--- config.mk ---
export PLATFORM = sky130hd
export DESIGN_NAME = dpc_top
export DESIGN_NICKNAME = d
export VERILOG_FILES = /design/src/dpc_pkg.sv /design/src/dpc_upd_if.sv /design/src/dpc_ptr_step.sv /design/src/dpc_top.sv
export SDC_FILE = /design/constraint.sdc
export NUM_CORES = 1
export LEC_CHECK = 0
export BUFFER_PORTS_ARGS = -buffer_cell sky130_fd_sc_hd__buf_2
export CAP_MARGIN = 40
export CORE_ASPECT_RATIO = 1.4
export CORE_MARGIN = 4
export CORE_UTILIZATION = 50
export DETAILED_ROUTE_END_ITERATION = 10
export PLACE_DENSITY = 0.72
export REMOVE_ABC_BUFFERS = 1
export SLEW_MARGIN = 20
export SYNTH_ARGS = -nofsm -noshare
export SYNTH_HDL_FRONTEND = slang
export SYNTH_SLANG_ARGS = --single-unit
--- constraint.sdc ---
create_clock -name mclk_i -period 3.1 [get_ports mclk_i]
set_clock_uncertainty 0.15 [all_clocks]
set_input_delay 0.62 -clock mclk_i [delete_from_list [all_inputs] [get_ports mclk_i]]
set_output_delay 0.62 -clock mclk_i [all_outputs]
set_load 0.005 [all_outputs]
--- src/dpc_pkg.sv ---
/*
 * Constants, field layout and helpers for the dual data pointer unit.
 * Assumes an 8-bit special-function-register bus and a core that pulses
 * one strobe per pointer-indexed data or code move.
 */
package dpc_pkg;
	// ==========================================================
	// register addresses
	localparam logic [7:0] DPC_ADDR_CTRL = 8'hA7;
	localparam logic [7:0] DPC_ADDR_LOW = 8'h82;
	localparam logic [7:0] DPC_ADDR_HIGH = 8'h83;
	localparam logic [7:0] DPC_ADDR_PAGE = 8'h84;
	// ==========================================================
	// control register layout
	localparam logic [7:0] DPC_CTRL_RESET = 8'h00;
	localparam logic [7:0] DPC_CTRL_WMASK = 8'hFD;
	localparam int DPC_SEL_BIT = 0;
	localparam int DPC_MAIN_MODE_LO = 2;
	localparam int DPC_SHADOW_MODE_LO = 4;
	localparam int DPC_TOGGLE_BIT = 6;
	localparam int DPC_PTR_W = 24;
	localparam logic [23:0] DPC_PTR_RESET = 24'h000000;
	localparam logic [23:0] DPC_ONE = 24'h000001;
	localparam logic [7:0] DPC_READ_IDLE = 8'h00;
	// ==========================================================
	// post-move modes
	typedef enum logic [1:0]
	{
		DPC_MODE_KEEP = 2'h0,
		DPC_MODE_INC = 2'h1,
		DPC_MODE_DEC = 2'h2,
		DPC_MODE_FLIP = 2'h3
	} dpc_mode_t;

	// full-width step, carry runs through all three bytes
	function automatic logic [23:0] dpc_step(input logic [23:0] p,
		input logic up);
		if (up)
			dpc_step = p + DPC_ONE;
		else
			dpc_step = p - DPC_ONE;
	endfunction : dpc_step
endpackage : dpc_pkg

--- src/dpc_upd_if.sv ---
/*
 * Bundle between the pointer unit and its post-move calculator.
 * Assumes both ends sit in the same clock domain; it is purely
 * combinational.
 */
`timescale 1ns/1ps
interface dpc_upd_if;
	import dpc_pkg::*;
	logic [23:0] cur_ptr;
	dpc_mode_t mode;
	logic [23:0] next_ptr;
	modport user (output cur_ptr, output mode, input next_ptr);
	modport calc (input cur_ptr, input mode, output next_ptr);
endinterface : dpc_upd_if

--- src/dpc_ptr_step.sv ---
/*
 * Post-move pointer calculator: keep, step up, step down or flip bit 0.
 * Assumes the caller presents the pointer actually used by the move.
 */
`timescale 1ns/1ps
module dpc_ptr_step
	import dpc_pkg::*;
(
	dpc_upd_if.calc upd
);
	// ==========================================================
	// mode decode
	always_comb
	begin
		case (upd.mode)
			DPC_MODE_KEEP: upd.next_ptr = upd.cur_ptr;
			DPC_MODE_INC: upd.next_ptr = dpc_step(upd.cur_ptr, 1'b1);
			DPC_MODE_DEC: upd.next_ptr = dpc_step(upd.cur_ptr, 1'b0);
			DPC_MODE_FLIP: upd.next_ptr = upd.cur_ptr ^ DPC_ONE;
			default: upd.next_ptr = upd.cur_ptr;
		endcase
	end
endmodule : dpc_ptr_step

--- src/dpc_top.sv ---
/*
 * Dual 24-bit data pointer with control register, post-move modes and
 * automatic pointer swap.
 * Assumes the core drives the register bus and the move strobes
 * synchronously to mclk_i, each strobe high for one enabled cycle.
 */
`timescale 1ns/1ps
module dpc_top
	import dpc_pkg::*;
(
	input wire logic mclk_i,
	input wire logic rstn_i,
	input wire logic ce_i,
	input wire logic [7:0] sfr_addr_i,
	input wire logic sfr_wr_i,
	input wire logic [7:0] sfr_wdata_i,
	input wire logic sfr_rd_i,
	output logic [7:0] sfr_rdata_o,
	input wire logic ptr_move_i,
	input wire logic ptr_load_i,
	input wire logic [23:0] ptr_load_data_i,
	input wire logic ptr_inc_i,
	output logic [23:0] active_pointer_o,
	output logic pointer_select_o
);
	// ==========================================================
	// state
	logic [7:0] ctrl_q;
	logic [7:0] ctrl_d;
	logic [23:0] main_q;
	logic [23:0] main_d;
	logic [23:0] shadow_q;
	logic [23:0] shadow_d;
	logic [23:0] act_d;
	logic [7:0] rdata_q;
	logic sel;
	logic [23:0] act;
	logic wr_ctrl;
	logic wr_low;
	logic wr_high;
	logic wr_page;
	dpc_upd_if upd ();

	assign sel = ctrl_q[DPC_SEL_BIT];
	assign wr_ctrl = sfr_wr_i && (sfr_addr_i == DPC_ADDR_CTRL);
	assign wr_low = sfr_wr_i && (sfr_addr_i == DPC_ADDR_LOW);
	assign wr_high = sfr_wr_i && (sfr_addr_i == DPC_ADDR_HIGH);
	assign wr_page = sfr_wr_i && (sfr_addr_i == DPC_ADDR_PAGE);

	// ==========================================================
	// selected pointer and its mode
	assign act = sel ? shadow_q : main_q;
	assign upd.cur_ptr = act;
	assign upd.mode = sel ?
		dpc_mode_t'(ctrl_q[DPC_SHADOW_MODE_LO +: 2]) :
		dpc_mode_t'(ctrl_q[DPC_MAIN_MODE_LO +: 2]);
	assign active_pointer_o = act;
	assign pointer_select_o = sel;

	dpc_ptr_step u_step
	(
		.upd(upd.calc)
	);

	// ==========================================================
	// next value of the selected pointer; byte writes win over core ops
	always_comb
	begin
		act_d = act;
		if (ptr_move_i)
			act_d = upd.next_ptr;
		if (ptr_inc_i)
			act_d = dpc_step(act, 1'b1);
		if (ptr_load_i)
			act_d = ptr_load_data_i;
		if (wr_low)
			act_d[7:0] = sfr_wdata_i;
		if (wr_high)
			act_d[15:8] = sfr_wdata_i;
		if (wr_page)
			act_d[23:16] = sfr_wdata_i;
		main_d = sel ? main_q : act_d;
		shadow_d = sel ? act_d : shadow_q;
	end

	// ==========================================================
	// control next value; a software write beats the auto swap
	always_comb
	begin
		ctrl_d = ctrl_q;
		if (ptr_move_i && ctrl_q[DPC_TOGGLE_BIT])
			ctrl_d[DPC_SEL_BIT] = ~sel;
		if (wr_ctrl)
			ctrl_d = sfr_wdata_i & DPC_CTRL_WMASK;
	end

	// control register, whole-byte access only
	always_ff @(posedge mclk_i)
	begin
		if (!rstn_i)
			ctrl_q <= DPC_CTRL_RESET;
		else if (ce_i)
			ctrl_q <= ctrl_d;
	end

	// both pointers; only the selected one ever changes
	always_ff @(posedge mclk_i)
	begin
		if (!rstn_i)
		begin
			main_q <= DPC_PTR_RESET;
			shadow_q <= DPC_PTR_RESET;
		end
		else if (ce_i)
		begin
			main_q <= main_d;
			shadow_q <= shadow_d;
		end
	end

	// ==========================================================
	// read data, registered one cycle after the strobe
	always_ff @(posedge mclk_i)
	begin
		if (!rstn_i)
			rdata_q <= DPC_READ_IDLE;
		else if (ce_i && sfr_rd_i)
		begin
			case (sfr_addr_i)
				DPC_ADDR_CTRL: rdata_q <= ctrl_q;
				DPC_ADDR_LOW: rdata_q <= act[7:0];
				DPC_ADDR_HIGH: rdata_q <= act[15:8];
				DPC_ADDR_PAGE: rdata_q <= act[23:16];
				default: rdata_q <= DPC_READ_IDLE; // unmapped reads zero
			endcase
		end
	end
	assign sfr_rdata_o = rdata_q;

	// ==========================================================
	// assertions
	// quiet: no byte write, load or increment outranks the move update
	logic quiet;
	assign quiet = !sfr_wr_i && !ptr_load_i && !ptr_inc_i;

	AST_MAIN_MAP: assert property (@(posedge mclk_i) disable iff (!rstn_i)
		ce_i && sfr_rd_i && !sel && sfr_addr_i == DPC_ADDR_LOW
		|=> sfr_rdata_o == $past(main_q[7:0]))
		else $error("main pointer not mapped");
	AST_SHADOW_MAP: assert property (@(posedge mclk_i) disable iff (!rstn_i)
		ce_i && sfr_rd_i && sel && sfr_addr_i == DPC_ADDR_HIGH
		|=> sfr_rdata_o == $past(shadow_q[15:8]))
		else $error("shadow pointer not mapped");
	AST_TOGGLE: assert property (@(posedge mclk_i) disable iff (!rstn_i)
		ce_i && ptr_move_i && ctrl_q[DPC_TOGGLE_BIT] && !wr_ctrl
		|=> sel != $past(sel))
		else $error("auto toggle missed");
	AST_NO_TOGGLE: assert property (@(posedge mclk_i) disable iff (!rstn_i)
		ce_i && !ctrl_q[DPC_TOGGLE_BIT] && !wr_ctrl |=> $stable(sel))
		else $error("select changed without toggle");
	AST_SHADOW_INC: assert property (@(posedge mclk_i) disable iff (!rstn_i)
		ce_i && ptr_move_i && quiet && sel
		&& ctrl_q[DPC_SHADOW_MODE_LO +: 2] == 2'h1
		|=> shadow_q == $past(shadow_q) + DPC_ONE && $stable(main_q))
		else $error("shadow post increment wrong");
	AST_MAIN_DEC: assert property (@(posedge mclk_i) disable iff (!rstn_i)
		ce_i && ptr_move_i && quiet && !sel
		&& ctrl_q[DPC_MAIN_MODE_LO +: 2] == 2'h2
		|=> main_q == $past(main_q) - DPC_ONE && $stable(shadow_q))
		else $error("main post decrement wrong");
	AST_MAIN_FLIP: assert property (@(posedge mclk_i) disable iff (!rstn_i)
		ce_i && ptr_move_i && quiet && !sel
		&& ctrl_q[DPC_MAIN_MODE_LO +: 2] == 2'h3
		|=> main_q == ($past(main_q) ^ DPC_ONE))
		else $error("main bit 0 flip wrong");
	AST_BIT1_ZERO: assert property (@(posedge mclk_i) disable iff (!rstn_i)
		sfr_rd_i && ce_i && sfr_addr_i == DPC_ADDR_CTRL |=> !sfr_rdata_o[1])
		else $error("control bit 1 reads one");
	AST_IDLE: assert property (@(posedge mclk_i) disable iff (!rstn_i)
		ce_i && !ptr_move_i && quiet
		|=> $stable(main_q) && $stable(shadow_q) && $stable(ctrl_q))
		else $error("state changed without a pointer move");
	AST_RESET: assert property (@(posedge mclk_i)
		!rstn_i |=> ctrl_q == DPC_CTRL_RESET)
		else $error("control not reset to zero");
	AST_RSVD_KEEP: assert property (@(posedge mclk_i) disable iff (!rstn_i)
		ce_i && wr_ctrl |=> ctrl_q[7] == $past(sfr_wdata_i[7]))
		else $error("reserved bit not kept");
	AST_LOAD: assert property (@(posedge mclk_i) disable iff (!rstn_i)
		ce_i && ptr_load_i && !sfr_wr_i && !ptr_move_i
		|=> active_pointer_o == $past(ptr_load_data_i))
		else $error("load missed selected pointer");

	// reset, freeze and the core's own pointer operations
	AST_PTR_RESET: assert property (@(posedge mclk_i)
		!rstn_i |=> main_q == DPC_PTR_RESET && shadow_q == DPC_PTR_RESET
		&& sfr_rdata_o == DPC_READ_IDLE)
		else $error("pointers or read data not reset");
	AST_FROZEN: assert property (@(posedge mclk_i) disable iff (!rstn_i)
		!ce_i |=> $stable(main_q) && $stable(shadow_q) && $stable(ctrl_q)
		&& $stable(sfr_rdata_o))
		else $error("state changed while clock enable low");
	AST_INC: assert property (@(posedge mclk_i) disable iff (!rstn_i)
		ce_i && ptr_inc_i && !sfr_wr_i && !ptr_load_i && !ptr_move_i
		|=> active_pointer_o == $past(active_pointer_o) + DPC_ONE)
		else $error("increment missed selected pointer");
	// byte writes outrank every core operation on the selected pointer
	AST_BYTE_LOW: assert property (@(posedge mclk_i) disable iff (!rstn_i)
		ce_i && wr_low && !ptr_move_i
		|=> active_pointer_o[7:0] == $past(sfr_wdata_i))
		else $error("low byte write missed selected pointer");

	// ==========================================================
	// coverage of the main scenarios
	COV_SWAP_MOVE: cover property (@(posedge mclk_i) disable iff (!rstn_i)
		ce_i && ptr_move_i && ctrl_q[DPC_TOGGLE_BIT] ##1 ce_i && ptr_move_i);
	COV_CARRY: cover property (@(posedge mclk_i) disable iff (!rstn_i)
		ce_i && ptr_move_i && act[15:0] == 16'hFFFF);
	COV_FROZEN: cover property (@(posedge mclk_i) disable iff (!rstn_i)
		!ce_i && ptr_move_i);
	COV_SHADOW_READ: cover property (@(posedge mclk_i) disable iff (!rstn_i)
		ce_i && sfr_rd_i && sel);
endmodule : dpc_top

After elaboration in Yosys (flattened, before gate mapping)
Index checks and enable logic that the tools add are counted.

Add/subtract/negate cells: 2. Eq/ne operators: 7. Mux-type cells: 12. Bitwise gates (word level): 2. Reduce and logical (&&, ||, !) cells: 12.

Operator list (number): $mux 24 (4); $pmux 24 s4 (1); $eq 8x8->1 const B (4); $pmux 8 s4 (1); $add 24x1->24 const B (1); $mux 8 (3); $sub 24x1->24 const B (1); $reduce_and 2->1 (4); $logic_and 1x1->1 (6); $eq 2x2->1 const B (2); $eq 2x1->1 const B (1); $logic_not 2->1 (1); $mux 1 (2); $mux 2 (1); $not 1->1 (2); $reduce_bool 2->1 (1).

Register bits: 63. Bits of input ports: 48. Output and inout port bits: 33.

Depth between registers and ports, before layout
Depth in word-level cells: 7. Mapped depth: 15. Gate-level depth less buffers: 10.

By module
From an unflattened synthesis, not the netlist that was laid out.

Cell total of the unflattened synthesis: 943. Area total of the unflattened synthesis: 6797.8 µm².

By module, submodules not included: dpc_top (instances 1, cells each 590, area each 4498.1 µm², seq. area each 1261.2 µm²); dpc_ptr_step (instances 1, cells each 353, area each 2299.7 µm², seq. area each 0.0 µm²).

Worst setup path before layout
Ideal clock, no wire load.

Kind: reg2reg. From: reg ctrl_q[0]. To: reg shadow_q[14]. Library setup time: 0.119 ns. Data arrival time: 2.934 ns. Setup slack: -0.102 ns. Cell stages (with the launch flop): 16. Path buffers: 5. Clock period less this slack: 3.202 ns. Cells stage by stage: dfxtp_1 -> buf_4 -> buf_6 -> buf_6 -> buf_2 -> buf_2 -> mux2i_1 -> inv_1 -> ha_1 -> inv_1 -> a211oi_2 -> nand3_1 -> xnor2_1 -> a2111oi_0 -> nor2_1 -> o221a_2.

Longest elaborated chain between the ends: 7. Elaborated cells between the ends (all ways): 14. Classes of those cells: 2 x add/sub; 3 x eq/ne; 7 x mux; 2 x reduce/logical.

RTL lines: from (decl) (line dpc_top.sv:28) `logic [7:0] ctrl_q;`; from (signal assigned) (line dpc_top.sv:103) `ctrl_q <= ctrl_d;`; $mux 24 * (line dpc_top.sv:52) `assign act = sel ? shadow_q : main_q;`; named net active_pointer_o[1] (line dpc_top.sv:23) `output logic [23:0] active_pointer_o,`; $sub 24x1->24 / $add 24x1->24 (equally long branches); $pmux 24 s4 (line dpc_ptr_step.sv:15) `case (upd.mode)`; $mux 24 (line dpc_top.sv:70) `if (ptr_move_i)`; $mux 24 * (line dpc_top.sv:72) `if (ptr_inc_i)`; $mux 24 * (line dpc_top.sv:74) `if (ptr_load_i)`; $mux 8 * (line dpc_top.sv:78) `if (wr_high)`; to (signal assigned) (line dpc_top.sv:117) `shadow_q <= shadow_d;`; to (decl) (line dpc_top.sv:32) `logic [23:0] shadow_q;`.

Mark *: on every way through the listed nets, which the timed path passes. The rest lies on a longest branch. A chain may end at the register's enable or synchronous reset.

Worst setup path in the final report
From: reg ctrl_q[0]. To: reg shadow_q[7].

Longest elaborated chain between the ends: 7. Elaborated cells between the ends (all ways): 14. Classes of those cells: 2 x add/sub; 3 x eq/ne; 7 x mux; 2 x reduce/logical.

RTL lines: $mux 24 / $mux 2 (equally long branches) (line dpc_top.sv:52, dpc_top.sv:54); $sub 24x1->24 (tied with other cells); $pmux 24 s4 (line dpc_ptr_step.sv:15); $mux 24 (line dpc_top.sv:70); $mux 24 (line dpc_top.sv:72); $mux 24 (line dpc_top.sv:74); $mux 8 (line dpc_top.sv:76) `if (wr_low)`.

Several ways; a longest one is shown, not always the timed one.

==> reports/metrics.cfg <==
[run_status]
outcome=finished clean

[cts]
cts-root-to-sink-buffers=2
total_of_hold_buffers_inserted_after_clock_tree_synthesis=0
cts-htree-levels=3
clock_insertion_delay_worst_skew_ns=0.35
numCtsBuffers=9
clkSinkCount=63
tritoncts=done
cts_root_buf=clkbuf_16
clkTransAtPathRegs_ns=0.06

[floorplan]
floorplan.io_pins=81
core.rowCount=43
floorplan.core_area_sq_um=9950
start_util_pct=51.5
die_w_microns=93.6
dieHeight_microns=128
design.die.area_sq_um=12000

[drt]
wl_microns=22300
detailroute.via_count=6441
drtIter0Drc=555
wire_per_inst_microns=24.1
routed_via_density=6.94
post-route-drc-count=0
route.antenna.remaining_nets=0
firstDrtPassIters=6

[timing]
timing_hold_violations_final=0
post-route-min-period_ns=2.90
fmax_mhz=345
setup_slack_ns=0.203
rsz_0062_raised_after_global_routing=false
timing.final.crit_share_pct=93.4
finalSetupViolations=0
final-max-slew-violation-count=0
final.hold.worst_slack_ns=0.324
worst_pin_slew_ns=0.814
max-slew-margin-rel_pct=45.7

[yosys]
synth_cell_types=76
mappedNetlistArea_sq_um=5130
synth_flop_cell=dfxtp_1
ys_seq_elements=63
synth-async-reset-ratio_pct=0
synthesis.area_per_instance_sq_um=7.42
yosys_warnings=0
synth-edff-count=0
cell_type_with_the_highest_aggregate_area_in_the_netlist=dfxtp_1
fraction_of_post_synthesis_cell_area_in_the_top_cell_type_by_area_pct=24.6
synth-seq-area-share_pct=24.6
synthCells=691
synth.area.top_cells=dfxtp_1, mux2i_1, o21ai_0

[power]
static-leakage-power_nw=2.44
pwr_density_cell_nw_per_um2=402
totalPowerFinal_mw=2.50
ir_worst_vdd_v=0.000293

[hold_path]
hold_start=main_q[17]
timing.hold.worst.class=reg -> reg
hold_path_depth=2
hold-path-endpoint=main_q[17]

[place]
gp_congestion=1.03
place.port_buffers=80
place_ws_ns=0.130
place.detailed.hpwl_microns=16800
placedInstanceArea_sq_um=5880

[critical_path]
startpoint_type=flip-flop
arrival_time_at_the_worst_endpoint_ns=3.01
critPathMostFrequentCell=nor4_1
critPathRequiredTime_ns=3.22
worst_r2r_endpoint=shadow_q[7]
critical_path.slowest_cell=dfxtp_4
timing.setup.critical_path_class=reg -> reg
r2r_cells=9
endpoint_kind=flip-flop
path_cells=buf_12 > mux2_2 > nand2_1 > buf_4 > nor4_1 > nor2_1 > nor4_1 > o22ai_1 > o21ai_0
crit-reg2reg-launch=ctrl_q[0]
path_max_fanout=40
reg2reg_slack_ns=0.20
critPathMaxStageDelay_ns=0.48

[grt]
grt_start_max_net_pins=45
grt_pass1_wl_microns=34200
first_global_vias=6400
grt-ovfl-total=0
grt_use_total_pct=37.3
antenna_found_initial=0

[run]
cap_viol_max_count=0

[final_layout]
most-common-layout-cells=buf_2, nand2_1, dfxtp_1, nor2_1, o21ai_0
nNetsFinal=838
post_route_design_area_sq_um=6220
layout.core_utilization_pct=62.5
drive_above_1_share_pct=23.1
antennaDiodeCount=0
flow.area_growth_from_synthesis_pct=21.2
nFillCells=930
layout_commonest_cell=buf_2

[what timing repair did]
action                     CTS  global route
buffers inserted             0             0
setup endpoints to repair    0            12
resized for setup            0             3
[synth_stat cells, types with 4 or more instances]
cell type,n
nand4b_1,6
nor3b_1,6
inv_1,21
mux2i_1,28
a21oi_1,43
o22ai_1,6
dfxtp_1,63
nand2b_1,5
o31ai_1,23
nor4_1,15
o21ai_0,54
o221ai_1,8
nand3b_1,4
a21o_1,4
nor3_1,26
a211oi_1,10
xnor2_1,14
nand3_1,44
buf_2,9
nor2_1,57
nand2_1,70
a2111oi_0,4
clkbuf_1,29
buf_4,4
or3_1,10
a22oi_1,7
a221oi_1,4
mux2_2,8
a31oi_1,13
nand4_1,16
[registers in the layout, indices dropped and copies added, names as in the netlist]
signal and count:
sfr_rdata_o 8, main_q 24, shadow_q 24, ctrl_q 7
[how the worst max path moves through the flow]
stage               depth (start not counted)      start           end  slack (ns)
floorplan                                  10  ctrl_q[0]    main_q[14]       -1.19
global placement                            7  ctrl_q[0]  shadow_q[11]        0.18
detailed placement                          7  ctrl_q[0]    main_q[22]        0.13
CTS                                         7  ctrl_q[0]  shadow_q[11]         0.1
global route                                8  ctrl_q[0]  shadow_q[11]        0.04
finish                                      9  ctrl_q[0]   shadow_q[7]        0.20
[through the flow]
| stage | instances | TNS [ns] |
|---|---|---|
| final | 928 | 0 |
| after global routing | 928 | 0 |
| after CTS | 928 | 0 |
| after detailed placement | 912 | 0 |
| after global placement | 912 | 0 |
| after floorplan | 646 | -43.88 |
[report_power, final]
part           internal [mW]  switching (mW)  leakage [nW]
clock network          0.732           0.420         0.163
registers              0.830          0.0273         0.513
logic                  0.175           0.313          1.76
total                   1.74           0.761          2.44
[critical path, delay by kind of cell (launching register included)]
family	cells	cell delay (ns)
AOI/OAI and AO/OA	2	0.34
buffers and inverters	2	0.51
DFF	1	0.48
muxes	1	0.31
and+or+nand+nor	4	1.00
[layer usage]
| metal | vias to the layer above | GRT usage, % | routed length, microns |
|---|---|---|---|
| met2 | 452 | 60.4 | 10400 |
| met4 | 0 | 26.3 | 1620 |
| met5 | - | 0 | 0 |
| met3 | 118 | 8.04 | 2280 |
| met1 | 3039 | 43.3 | 8080 |
| li1 | 2832 | - | - |
[cell families (layout without fill, tap and decap cells)]
kind of cell	after synthesis	in the layout	share of synthesized area [%]
muxes	38	38	7.76
and+or+nand+nor	286	286	29.0
xor gates and xnor gates	16	16	2.73
AOI/OAI and AO/OA	218	218	29.5
DFF	63	63	24.6
adders and majority gates	2	2	0.488
buffers and inverters	68	170	5.93
[area by class of cell]
class | instances | area, sq um | area share, %
clock buffer | 10 | 239 | 3.84
clock inverter | 6 | 91.3 | 1.47
inverter | 23 | 86.3 | 1.39
multi-input combinational | 560 | 3570 | 57.4
sequential | 63 | 1260 | 20.4
tap | 135 | 169 | 2.72
timing repair buffer | 131 | 796 | 12.8
No activity file was read; power rests on OpenSTA's default activity.
